--- src/include/dbw_defines.svh ---
// Constants for the write-burst data path: encodings, fields and counts.
`ifndef DBW_DEFINES_SVH
`define DBW_DEFINES_SVH

// Width of the bundle of sampled pins: ck, cs, ca[5:0], strobe, dq[7:0].
`define DBW_PIN_W          17
`define DBW_PIN_CK         16
`define DBW_PIN_CS         15
`define DBW_PIN_CA_HI      14
`define DBW_PIN_CA_LO      9
`define DBW_PIN_STRB       8
`define DBW_PIN_DQ_HI      7

// Command encodings on ca[4:0]; ca[5] carries an address bit.
`define DBW_CMD_WRITE1     5'h04
`define DBW_CMD_CAS2       5'h12

// Mode register addresses and bit positions inside the operand.
`define DBW_MR_BL_ADDR     6'h01
`define DBW_MR_BL_BIT      0
`define DBW_MR_WL_ADDR     6'h02
`define DBW_MR_WL_IDX_HI   5
`define DBW_MR_WL_IDX_LO   3
`define DBW_MR_WL_SET_BIT  6
`define DBW_MR_PST_ADDR    6'h03
`define DBW_MR_PST_BIT     1

// Write latency tables in clocks, entry 0 in the low six bits.
`define DBW_WL_SET_A  {6'h12, 6'h10, 6'h0e, 6'h0c, 6'h0a, 6'h08, 6'h06, 6'h04}
`define DBW_WL_SET_B  {6'h22, 6'h1e, 6'h1a, 6'h16, 6'h12, 6'h0c, 6'h08, 6'h04}

// Preamble length in command clocks.
`define DBW_WPRE_NCK       6'h02
// Postamble length in strobe half periods (0.5 and 1.5 clocks).
`define DBW_WPST_HALF_STD  2'h1
`define DBW_WPST_HALF_EXT  2'h3
// Command clocks after which the postamble is given up if the strobe stops.
`define DBW_WPST_CK_LIMIT  2'h3
// Index of the last beat for 16- and 32-beat bursts.
`define DBW_BEAT_LAST_16   5'h0f
`define DBW_BEAT_LAST_32   5'h1f

`endif

--- src/include/dbw_pkg.sv ---
// Types shared by the write-burst data path modules.
package dbw_pkg;

   // One-hot states of the burst sequencer.
   typedef enum logic [6:0] {
      ST_IDLE     = 7'h01,
      ST_CAS      = 7'h02,
      ST_LATENCY  = 7'h04,
      ST_PREAMBLE = 7'h08,
      ST_ARMED    = 7'h10,
      ST_CAPTURE  = 7'h20,
      ST_POST     = 7'h40
   } dbw_state_t;

   // State of the pin synchroniser.
   typedef struct packed {
      logic [16:0] s1;
      logic [16:0] s2;
      logic        ck3;
      logic        strb3;
   } dbw_sync_t;

   // Mode register fields that steer the burst.
   typedef struct packed {
      logic [2:0] wl_idx;
      logic       wl_setb;
      logic       post_ext;
      logic       bl32;
   } dbw_mode_t;

   // State of the burst sequencer, outputs included.
   typedef struct packed {
      dbw_state_t  state;
      logic [5:0]  lat_cnt;
      logic [4:0]  beat_cnt;
      logic [1:0]  post_cnt;
      logic [1:0]  post_ck;
      logic [5:0]  wl;
      logic        bl32;
      logic        ext;
      logic        rec_pend;
      logic [9:0]  column;
      logic        burst_start;
      logic        beat_valid;
      logic [7:0]  beat_data;
      logic [4:0]  beat_index;
      logic        burst_last;
      logic        rec_start;
      logic        align_err;
   } dbw_core_t;

endpackage : dbw_pkg

--- src/include/dbw_link_if.sv ---
// Carrier between the pin synchroniser, the mode registers and the core.
`timescale 1ns/1ps
interface dbw_link_if;
   logic       ck_rise;    // Command clock rose (one sys_clk pulse).
   logic       strb_rise;  // True strobe rose.
   logic       strb_fall;  // True strobe fell.
   logic       cs;         // Chip select, aligned with ck_rise.
   logic [5:0] ca;         // Command/address lines, aligned with ck_rise.
   logic [7:0] dq;         // Data lines, aligned with the strobe edges.
   logic [5:0] wl_value;   // Write latency in clocks.
   logic       post_ext;   // Extended postamble selected.
   logic       bl32;       // 32-beat bursts selected.

   modport sync (output ck_rise, strb_rise, strb_fall, cs, ca, dq);
   modport mode (output wl_value, post_ext, bl32);
   modport core (input ck_rise, strb_rise, strb_fall, cs, ca, dq,
                 input wl_value, post_ext, bl32);
endinterface : dbw_link_if

--- src/hw/dbw_mode_regs.sv ---
// Mode register fields for latency, postamble and burst length.
`timescale 1ns/1ps
`include "dbw_defines.svh"
module dbw_mode_regs
   import dbw_pkg::*;
(
   input  wire logic       sys_clk,
   input  wire logic       rst,
   input  wire logic       mrw_valid,
   input  wire logic [5:0] mrw_addr,
   input  wire logic [7:0] mrw_op,
   dbw_link_if.mode        lnk
);

   dbw_mode_t r;        // Registered fields.
   dbw_mode_t next_r;   // Next fields.

   // Picks the latency from the selected set and frequency index.
   function automatic logic [5:0] wl_lookup(input logic [2:0] idx,
                                            input logic       setb);
      logic [47:0] tbl;
      tbl = setb ? `DBW_WL_SET_B : `DBW_WL_SET_A;
      wl_lookup = tbl[idx * 6 +: 6];
   endfunction : wl_lookup

   // Fields change only on a mode register write to their address.
   always_comb
   begin
      next_r = r;
      if (mrw_valid)
      begin
         unique case (mrw_addr)
            `DBW_MR_BL_ADDR:
               next_r.bl32 = mrw_op[`DBW_MR_BL_BIT];
            `DBW_MR_WL_ADDR:
            begin
               next_r.wl_idx  = mrw_op[`DBW_MR_WL_IDX_HI:`DBW_MR_WL_IDX_LO];
               next_r.wl_setb = mrw_op[`DBW_MR_WL_SET_BIT];
            end
            `DBW_MR_PST_ADDR:
               next_r.post_ext = mrw_op[`DBW_MR_PST_BIT];
            // Other addresses belong to other blocks.
            default:
               next_r = r;
         endcase
      end
   end

   always_ff @(posedge sys_clk)
   begin
      if (rst)
         r <= '0;
      else
         r <= next_r;
   end

   assign lnk.wl_value = wl_lookup(r.wl_idx, r.wl_setb);
   assign lnk.post_ext = r.post_ext;
   assign lnk.bl32     = r.bl32;

endmodule : dbw_mode_regs

--- src/hw/dbw_pin_sync.sv ---
// Two-stage synchroniser and edge finder for the link pins.
`timescale 1ns/1ps
`include "dbw_defines.svh"
module dbw_pin_sync
   import dbw_pkg::*;
(
   input  wire logic       sys_clk,
   input  wire logic       rst,
   input  wire logic       ck_pin,
   input  wire logic       cs_pin,
   input  wire logic [5:0] ca_pin,
   input  wire logic       strb_t_pin,
   input  wire logic [7:0] dq_pin,
   dbw_link_if.sync        lnk
);

   dbw_sync_t r;        // Registered state.
   dbw_sync_t next_r;   // Next state.

   // All pins travel together so that command and data stay aligned with
   // the clock and strobe edges found from the same second stage.
   always_comb
   begin
      next_r       = r;
      next_r.s1    = {ck_pin, cs_pin, ca_pin, strb_t_pin, dq_pin};
      next_r.s2    = r.s1;
      next_r.ck3   = r.s2[`DBW_PIN_CK];
      next_r.strb3 = r.s2[`DBW_PIN_STRB];
   end

   // Only the second stage reads the first; edges use stages two and three.
   always_ff @(posedge sys_clk)
   begin
      if (rst)
         r <= '0;
      else
         r <= next_r;
   end

   // Edge pulses and aligned levels for the core.
   assign lnk.ck_rise   = r.s2[`DBW_PIN_CK] & ~r.ck3;
   assign lnk.strb_rise = r.s2[`DBW_PIN_STRB] & ~r.strb3;
   assign lnk.strb_fall = ~r.s2[`DBW_PIN_STRB] & r.strb3;
   assign lnk.cs        = r.s2[`DBW_PIN_CS];
   assign lnk.ca        = r.s2[`DBW_PIN_CA_HI:`DBW_PIN_CA_LO];
   assign lnk.dq        = r.s2[`DBW_PIN_DQ_HI:0];

endmodule : dbw_pin_sync

--- src/hw/dbw_write_path.sv ---
// Write-burst data path of the memory device: command to captured beats.
`timescale 1ns/1ps
`include "dbw_defines.svh"
module dbw_write_path
   import dbw_pkg::*;
(
   input  wire logic       sys_clk,
   input  wire logic       rst,
   input  wire logic       ck_pin,
   input  wire logic       cs_pin,
   input  wire logic [5:0] ca_pin,
   input  wire logic       strb_t_pin,
   input  wire logic [7:0] dq_pin,
   input  wire logic       mrw_valid,
   input  wire logic [5:0] mrw_addr,
   input  wire logic [7:0] mrw_op,
   output logic            burst_start,
   output logic [9:0]      burst_column,
   output logic            beat_valid,
   output logic [7:0]      beat_data,
   output logic [4:0]      beat_index,
   output logic            burst_last,
   output logic            recovery_start,
   output logic            align_error,
   output logic            preamble_window,
   output logic            busy
);

   // Pin events and mode fields shared by the three modules.
   dbw_link_if lnk ();

   // Timing model, in sys_clk cycles. Every pin passes the same two
   // flip-flops, so a command clock edge, a strobe edge and the data
   // beside them reach the logic together, some cycles after the pins.
   // The block only orders pin edges against each other and never
   // against sys_clk itself. The price is that a strobe half period
   // must span more than one sys_clk cycle, or two strobe edges
   // would fold into one sampled level and a beat would be lost.

   dbw_core_t r;        // Registered sequencer state and outputs.
   dbw_core_t next_r;   // Next sequencer state.

   logic [5:0] next_lat;     // Latency count after this clock edge.
   logic [5:0] pre_start;    // Latency count that opens the preamble.
   logic [4:0] last_beat;    // Index of the final beat of the burst.
   logic [1:0] post_edges;   // Strobe half periods of the postamble.
   logic       strb_edge;    // Any strobe transition this cycle.
   logic       is_cmd;       // Select high on a command clock edge.

   // Synchronises every link pin and finds the clock and strobe edges.
   // It stays a module of its own so its flops can sit near the pins
   // and carry no other logic.
   dbw_pin_sync u_sync (
      .sys_clk    (sys_clk),
      .rst        (rst),
      .ck_pin     (ck_pin),
      .cs_pin     (cs_pin),
      .ca_pin     (ca_pin),
      .strb_t_pin (strb_t_pin),
      .dq_pin     (dq_pin),
      .lnk        (lnk.sync)
   );

   // Holds the mode fields written through the mode register path.
   // Mode writes come on sys_clk already, so they need no synchroniser;
   // a new value reaches a burst only at its column half.
   dbw_mode_regs u_mode (
      .sys_clk   (sys_clk),
      .rst       (rst),
      .mrw_valid (mrw_valid),
      .mrw_addr  (mrw_addr),
      .mrw_op    (mrw_op),
      .lnk       (lnk.mode)
   );

   // Derived values; the burst uses the settings latched at its command so
   // that a mode write during a burst cannot cut it short.
   // post_edges counts strobe half periods: one for the short postamble,
   // three for the extended one that adds a whole strobe cycle.
   always_comb
   begin
      next_lat   = r.lat_cnt + 6'h01;
      pre_start  = r.wl - `DBW_WPRE_NCK;
      last_beat  = r.bl32 ? `DBW_BEAT_LAST_32 : `DBW_BEAT_LAST_16;
      post_edges = r.ext ? `DBW_WPST_HALF_EXT : `DBW_WPST_HALF_STD;
      strb_edge  = lnk.strb_rise | lnk.strb_fall;
      is_cmd     = lnk.ck_rise & lnk.cs;
   end

   // Walk of one burst. The write half arrives on one command clock rise
   // and the column half on the next; any other pair is thrown away.
   // From the column half the latency counter counts clock rises. Two
   // rises before it runs out the preamble window opens, and at the last
   // rise the capture is armed. The first true-strobe rise after that is
   // beat 0, and every later strobe edge carries one more beat. After
   // the final beat the postamble edges are swallowed, so that they are
   // never taken for the first beat of a following burst.
   // The recovery pulse sits outside the state machine because its clock
   // rise may come after a short postamble has already ended.
   //
   // Sequencer: decode, latency count, capture and postamble.
   always_comb
   begin
      next_r             = r;
      next_r.burst_start = 1'b0;
      next_r.beat_valid  = 1'b0;
      next_r.burst_last  = 1'b0;
      next_r.rec_start   = 1'b0;
      next_r.align_err   = 1'b0;

      if (r.rec_pend && lnk.ck_rise)
      begin
         next_r.rec_pend  = 1'b0;
         next_r.rec_start = 1'b1;
      end

      unique case (r.state)
         // Waits for the first half of a write command.
         // Commands are only looked at here, so one sent while busy is
         // lost; the controller must wait for the burst to end.
         ST_IDLE:
         begin
            if (is_cmd && lnk.ca[4:0] == `DBW_CMD_WRITE1)
            begin
               next_r.state = ST_CAS;
               // column bit three must be low
               next_r.align_err = lnk.ca[5];
            end
         end

         // The column half must follow on the very next clock edge.
         // Column bits three to zero are not carried and are reported as zero.
         ST_CAS:
         begin
            if (lnk.ck_rise)
            begin
               if (lnk.cs && lnk.ca[4:0] == `DBW_CMD_CAS2)
               begin
                  next_r.column      = {lnk.ca, 4'h0};
                  next_r.burst_start = 1'b1;
                  next_r.lat_cnt     = 6'h00;
                  next_r.wl          = lnk.wl_value;
                  next_r.bl32        = lnk.bl32;
                  next_r.ext         = lnk.post_ext;
                  next_r.state       = ST_LATENCY;
               end
               else
               begin
                  // A broken pair is dropped rather than guessed at.
                  next_r.state = ST_IDLE;
               end
            end
         end

         // Counts clock edges; the strobe is not looked at yet.
         // The latency was latched at the column half, so a mode write in
         // the meantime can neither shorten nor stretch this count.
         ST_LATENCY:
         begin
            if (lnk.ck_rise)
            begin
               next_r.lat_cnt = next_lat;
               if (next_lat == pre_start)
                  next_r.state = ST_PREAMBLE;
            end
         end

         // Preamble window: strobe toggles here carry no data.
         ST_PREAMBLE:
         begin
            if (lnk.ck_rise)
            begin
               next_r.lat_cnt = next_lat;
               // latching edge follows the latency edge
               if (next_lat == r.wl)
                  next_r.state = ST_ARMED;
            end
         end

         // Waits for the first latching rise of the true strobe.
         // A strobe that never rises leaves the sequencer here; that edge
         // is owed by the controller and is not timed out.
         ST_ARMED:
         begin
            // first latching edge is a rise
            if (lnk.strb_rise)
            begin
               next_r.beat_valid = 1'b1;
               next_r.beat_data  = lnk.dq;
               next_r.beat_index = 5'h00;
               next_r.beat_cnt   = 5'h01;
               next_r.state      = ST_CAPTURE;
            end
         end

         // Each further strobe edge carries one beat.
         // Data is taken from the same stage as its edge, so the two
         // cannot slip apart by a cycle.
         ST_CAPTURE:
         begin
            if (strb_edge)
            begin
               next_r.beat_valid = 1'b1;
               next_r.beat_data  = lnk.dq;
               next_r.beat_index = r.beat_cnt;
               next_r.beat_cnt   = r.beat_cnt + 5'h01;
               if (r.beat_cnt == last_beat)
               begin
                  next_r.burst_last = 1'b1;
                  next_r.rec_pend   = 1'b1;
                  next_r.post_cnt   = 2'h0;
                  next_r.post_ck    = 2'h0;
                  next_r.state      = ST_POST;
               end
            end
         end

         // Postamble: strobe edges are swallowed until it has run out.
         // The strobe count and the clock count may both end it; whichever
         // comes first wins, and both lead to the same idle state.
         ST_POST:
         begin
            // half or one and a half clocks
            if (strb_edge)
            begin
               next_r.post_cnt = r.post_cnt + 2'h1;
               if (r.post_cnt + 2'h1 == post_edges)
                  next_r.state = ST_IDLE;
            end
            // A controller that stops the strobe early must not hang us.
            if (lnk.ck_rise)
            begin
               next_r.post_ck = r.post_ck + 2'h1;
               if (r.post_ck + 2'h1 == `DBW_WPST_CK_LIMIT)
                  next_r.state = ST_IDLE;
            end
         end

         // Illegal one-hot codes fall back to idle.
         default:
         begin
            next_r.state = ST_IDLE;
         end
      endcase
   end

   // Single register bank for all sequencer state.
   // The reset is synchronous, so the whole struct stays in one clock
   // domain and leaves reset in the same cycle as the synchroniser.
   always_ff @(posedge sys_clk)
   begin
      if (rst)
      begin
         r       <= '0;
         r.state <= ST_IDLE;
      end
      else
      begin
         r <= next_r;
      end
   end

   // Outputs come straight from flip-flops. The two levels at the end are
   // decoded from the one-hot state register, so they change only at a
   // clock edge and carry no glitches.
   assign burst_start     = r.burst_start;
   assign burst_column    = r.column;
   assign beat_valid      = r.beat_valid;
   assign beat_data       = r.beat_data;
   assign beat_index      = r.beat_index;
   assign burst_last      = r.burst_last;
   assign recovery_start  = r.rec_start;
   assign align_error     = r.align_err;
   assign preamble_window = (r.state == ST_PREAMBLE);
   assign busy            = (r.state != ST_IDLE);

endmodule : dbw_write_path

--- config.mk ---
export PLATFORM = sky130hd
export DESIGN_NAME = dbw_write_path
export DESIGN_NICKNAME = d
export VERILOG_FILES = /design/src/include/dbw_pkg.sv /design/src/include/dbw_link_if.sv /design/src/hw/dbw_mode_regs.sv /design/src/hw/dbw_pin_sync.sv /design/src/hw/dbw_write_path.sv
export VERILOG_INCLUDE_DIRS = /design/src /design/src/include
export SDC_FILE = /design/constraint.sdc
export NUM_CORES = 1
export LEC_CHECK = 0
export BUFFER_PORTS_ARGS = -buffer_cell sky130_fd_sc_hd__buf_2
export CAP_MARGIN = 15
export CORE_MARGIN = 4
export CORE_UTILIZATION = 30
export DETAILED_ROUTE_END_ITERATION = 8
export PLACE_DENSITY = 0.48
export SLEW_MARGIN = 40
export SYNTH_ARGS = -nofsm -noshare
export SYNTH_HDL_FRONTEND = slang
export SYNTH_SLANG_ARGS = --single-unit
--- constraint.sdc ---
create_clock -name sys_clk -period 2.49 [get_ports sys_clk]
set_input_delay 0.3735 -clock sys_clk [delete_from_list [all_inputs] [get_ports sys_clk]]
set_output_delay 0.3735 -clock sys_clk [all_outputs]
set_load 0.02 [all_outputs]
# Word-level counts from Yosys, hierarchy flattened
# Index checks and enable logic that the tools add are counted.
dict set report classes {
  n_reduce_logical 18
  n_shift 1
  add_sub_neg 5
  multipliers 1
  mux 37
  n_eq_ne 30
  n_bitwise 14
}
# op n
set op_table {}
lappend op_table {{$mux W7} 10}
lappend op_table {{$pmux W7 S7} 1}
lappend op_table {{$mux W48} 1}
lappend op_table {{$shiftx A48 B7 Y6} 1}
lappend op_table {{$mux W13} 3}
lappend op_table {{$pmux W14 S2} 1}
lappend op_table {{$ne A2 B2 Y1 const B} 10}
lappend op_table {{$pmux W6 S3} 1}
lappend op_table {{$mux W15} 1}
lappend op_table {{$mux W14} 1}
lappend op_table {{$eq A6 B2 Y1 const B} 2}
lappend op_table {{$eq A6 B6 Y1} 2}
lappend op_table {{$mux W5} 2}
lappend op_table {{$pmux W5 S2} 1}
lappend op_table {{$mux W9} 1}
lappend op_table {{$not A1 Y1} 9}
lappend op_table {{$reduce_and A9 Y1} 1}
lappend op_table {{$reduce_or A3 Y1} 3}
lappend op_table {{$pmux W4 S2} 1}
lappend op_table {{$reduce_and A4 Y1} 2}
lappend op_table {{$eq A7 B1 Y1 const B} 1}
lappend op_table {{$eq A7 B2 Y1 const B} 1}
lappend op_table {{$eq A7 B3 Y1 const B} 1}
lappend op_table {{$eq A7 B4 Y1 const B} 1}
lappend op_table {{29 further kinds} 48}
dict set report word_totals {
  in_bits 34
  regBits 97
  elab_cells 131
  output_inout_bits 30
}

# Logic depth before layout (Yosys ltp)
dict set report logic_depth {
  word_depth 7
  ltp_mapped 9
  depth_no_buf 9
}

# Hierarchy
# A second synthesis with hierarchy kept.
dict set report hier_totals {
  cells_unflattened 474
  area_unflattened_um2 4301.6
}
# module cells_per_inst area_per_inst_um2 instances seq_area_each_um2
set modules_own_cells {}
lappend modules_own_cells {dbw_write_path 336 2781.4 1 1101.1}
lappend modules_own_cells {dbw_pin_sync 92 1118.6 1 720.7}
lappend modules_own_cells {dbw_mode_regs 46 401.6 1 120.1}

# Worst setup path before layout
# No wires, ideal clock.
dict set report synth_path {
  path_kind {reg-to-reg}
  from {register r[55] (netlist bit)}
  to {register r[54] (netlist bit)}
  stages_incl_launch_ff 9
  arrival_time_ps 2061
  required_time_ps 2362
  setup_ps 128
  synth_period_minus_slack_ps 2188
  path_slack_ps 302
  n_path_buf 1
  path_cell_list {dfxtp_1 > clkbuf_1 > nor3_1 > nand4b_1 > nor2b_1 > a311oi_4 > o2111ai_4 > mux2i_1 > nor2_1}
}
dict set report synth_via {
  elab_chain_len 3
  elab_cells_between_ends 18
  classes_between {16 x eq/ne; 1 x mux; 1 x reduce/logical}
}
# item line_no
set synth_lines {}
lappend synth_lines {{start: declaration} dbw_write_path.sv:40} ;# dbw_core_t r;
lappend synth_lines {{start signal: assignment} dbw_write_path.sv:259} ;# r <= next_r;
lappend synth_lines {{$eq A7 B6 Y1 (tied with other cells)} dbw_write_path.sv:117} ;# unique case (r.state)
lappend synth_lines {{$ne A2 B2 Y1 (no source line) / $ne A2 B1 Y1 (equally long branches)} n/a}
lappend synth_lines {{$reduce_and A9 Y1 (no source line)} n/a}
# Several ways; a longest one is shown, not always the timed one.
# A chain may end at the register's enable or synchronous reset.

# Worst setup path after layout
dict set report layout_path {
  from {register u_sync.r, in the netlist u_sync.lnk.ca[0]}
  to {register r[56] (netlist bit)}
}
dict set report layout_via {
  elab_chain_len 4
}
# item line_no
set layout_lines {}
lappend layout_lines {{start: declaration} dbw_pin_sync.sv:17} ;# dbw_sync_t r;
lappend layout_lines {{start signal: assignment} dbw_pin_sync.sv:37} ;# r <= next_r;
lappend layout_lines {{$eq A5 B3 Y1 (no source line)} n/a}
lappend layout_lines {{$logic_and A1 B1 Y1 (no source line)} n/a}
lappend layout_lines {{$ne A2 B2 Y1 (no source line)} n/a}
lappend layout_lines {{$reduce_and A9 Y1 (no source line)} n/a}
# No other way between the ends.

==> impl_metrics.tcl <==
set metrics [dict create \
    status "complete, no violations" \
    synth_edf_count 0 \
    setup_violations 0 \
    clk_pin_slew_ps 70 \
    dp_cells 646 \
    min_period_ps 2330 \
    htreeDepth 3 \
    grt_max_degree 28 \
    vias_per_cell 4.52 \
    start_util_pct 31.1 \
    rr_worst_depth 7 \
    port-buffer-count 57 \
    fp.dieH_um 123 \
    worstReg2RegStart "u_sync.lnk.ca[0]$_SDFF_PP0_" \
    antenna_found_initial 0 \
    critPathMaxFanout 6 \
    cts.sinks 96 \
    synth_flop_cell "dfxtp_1" \
    layout_commonest_cell "dfxtp_1" \
    cp_data_required_time_ps 2740 \
    ys_ff_latch 96 \
    synthToLayoutAreaGrowth_pct 17.8 \
    p_total_mw 3.34 \
    p_int_mw 2.53 \
    num_rows 41 \
    p_sw_share_pct 24.2 \
    synth.yosys.seq_area_share_pct 48.3 \
    whs_ps 239 \
    worst_pin_slew_ps 582 \
    max_slew_margin_pct 60.9 \
    seq_power_share_pct 47.6 \
    drtIter0Drc 95 \
    cts_max_path_buffers 2 \
    dr.pass1.iters 4 \
    io_pins 64 \
    max_freq_mhz 429 \
    post-route-period-util_pct 93.6 \
    power_frac_comb_pct 10.2 \
    grt_pass1_wl_um 13500 \
    drv_slew 0 \
    globalRouteTotalUtil_pct 11.2 \
    gp_congestion 0.800 \
    hold_viol 0 \
    hold_start "ca_pin[1]" \
    routedWlPerCell_um 12.2 \
    reg2reg_to "r[56]$_SDFFE_PP0P_" \
    rsz0062_at_grt "yes" \
    root_buffer "clkbuf_16" \
    leakage_nw 1.84 \
    irDropWorstVdd_mv 0.275 \
    clkPwrFrac_pct 42.2 \
    numCtsBuffers 9 \
    drc 0 \
    p_switching_mw 0.807 \
    dpl_cell_area_sq_um 4360 \
    coreArea_sq_um 12800 \
    hold-path-cell-count 2 \
    cts_tree "yes" \
    antenna_left 0 \
    fin_cells 663 \
    final_cell_mix "96 x dfxtp_1, 57 x buf_2, 51 x nor2_1" \
    diodes 0 \
    nets 525 \
    drive_above_1_share_pct 18.9 \
    finish.instance_area_sq_um 4680 \
    dp_hpwl_um 5770 \
    hold_buffers 0 \
    cp-end-kind "flop" \
    p_per_area_nw_per_um2 713 \
    grt_pass1_vias 2949 \
    ys_async_sr_fraction_pct 0 \
    drt_wl_total_um 8060 \
    synth_cell_types 50 \
    start_kind "flop" \
    maxCapViolations 0 \
    grt_overflow 0 \
    syn-cell-area_sq_um 3980 \
    vias 2995 \
    die_area_sq_um 15200 \
    r2r_setup_slack_ps 160 \
    hp-class "input pin to flop" \
    critical_path_arrival_ps 2580 \
    finClkSkew_ps 6.46 \
    dieWidth_um 123 \
    whs_endpoint "u_sync.next_r[12]$_SDFF_PP0_" \
    clock_latency_ps 340 \
    syn_avg_cell_area_sq_um 9.03 \
    crit_type "flop to flop" \
    yosys_warnings 0 \
    syn_inst 440 \
]
-- cell usage after synthesis, types with 2 or more instances --
library cell,number,share of area (%)
dfxtp_1,96,48
nor2_1,51,4.8
nand2_1,44,4.2
nor2b_1,42,6.6
a21oi_1,30,3.8
buf_4,23,4.3
o21ai_0,16,2.0
clkbuf_1,13,1.2
xnor2_1,12,2.6
mux2i_1,9,2.3
nand3_1,9,1.1
a22oi_1,7,1.3
inv_1,7,0.66
nand2b_1,6,0.94
nor3b_1,6,1.1
or3_1,6,0.94
and3_1,5,0.79
ha_1,5,1.6
nor3_1,5,0.63
xor2_1,5,1.1
a211oi_1,3,0.57
a32oi_1,3,0.66
nand4b_1,3,0.66
a21o_1,2,0.38
and2_1,2,0.31
and4b_1,2,0.50
buf_2,2,0.25
nand3b_1,2,0.38
nand4_1,2,0.31
o31ai_1,2,0.38
-- metal layers --
metal	track usage [%]	share of wire [%]	up-vias
met1	14.1	49	1386
met3	3.20	3.0	9
met5	0	0	-
met2	18.2	46	39
met4	4.57	1.8	0
li1	-	-	1561
-- power by group through the flow --
| stage | sequential [mW] | combinational, mW | clock [mW] |
|---|---|---|---|
| finish | 1.59 | 0.340 | 1.41 |
| global placement | 1.62 | 0.322 | 0 |
| global route | 1.60 | 0.375 | 1.51 |
| floorplan | 1.62 | 0.216 | 0 |
| detailed placement | 1.63 | 0.322 | 0 |
| CTS | 1.59 | 0.322 | 1.45 |
-- worst max-delay path by stage --
stage	startpoint	endpoint	slack, ps	cells past startpoint
2_1_floorplan	r[55]$_SDFFE_PP0P_	r[54]$_SDFFE_PP0P_	300	8
3_3_place_gp	u_sync.lnk.ca[0]$_SDFF_PP0_	r[53]$_SDFFE_PP0P_	180	7
3_5_place_dp	u_sync.lnk.ca[0]$_SDFF_PP0_	r[53]$_SDFFE_PP0P_	160	7
4_1_cts	u_sync.lnk.ca[0]$_SDFF_PP0_	r[53]$_SDFFE_PP0P_	150	7
5_1_grt	u_sync.lnk.ca[0]$_SDFF_PP0_	r[53]$_SDFFE_PP0P_	-3	7
6_report	u_sync.lnk.ca[0]$_SDFF_PP0_	r[56]$_SDFFE_PP0P_	160	7
-- critical path: stages, from the launching register on --
cell	delay (ps)
dfxtp_1	290
or3b_1	370
or4_1	510
nor2b_1	200
a311oi_4	270
o2111ai_4	230
buf_4	190
o31ai_1	170
-- cell type report --
cell class / instances / area [sq um]
Tap cell: 172 / 215
Clock buffer: 11 / 243
Clock inverter: 5 / 63.8
Sequential cell: 96 / 1920
Fill cell: 1329 / 8090
Inverter: 7 / 26.3
Multi-Input combinational cell: 301 / 1810
Timing Repair Buffer: 71 / 403
-- registers in the layout, summed over array words and instances (netlist names), 2 cells and up --
signal,cells
u_sync.next_r,19
u_mode.r,4
beat_data,8
r,30
u_sync.r,2
beat_index,5
u_sync.lnk.dq,8
burst_column,6
u_sync.lnk.ca,6
-- per-stage QoR --
step	setup WS [ps]	utilization (%)	setup TNS, ps
4_1_cts	147	36.5	0
5_1_grt	-2.66	36.7	-2.66
6_report	160	36.7	0
2_1_floorplan	302	-	0
3_5_place_dp	156	34.1	0
3_3_place_gp	180	34.1	0
-- cell families (layout without fill, tap and decap cells) --
group,count (synthesis),count (layout),synth area share (%)
muxes,9,9,2.27
adders and majority gates,5,5,1.57
AOI/OAI and AO/OA,72,72,11.8
buffers and inverters,46,94,6.58
other,1,4,0.0943
xor gates and xnor gates,18,18,4.31
DFF,96,96,48.3
and+or+nand+nor,193,193,25.0
-- timing repair --
action / in CTS / in global routing
setup buffers: 0 / 1
hold endpoints to repair: 0 / 0
setup endpoints to repair: 0 / 2
gates resized for setup: 0 / 2
(Power assumes the default switching activity.)
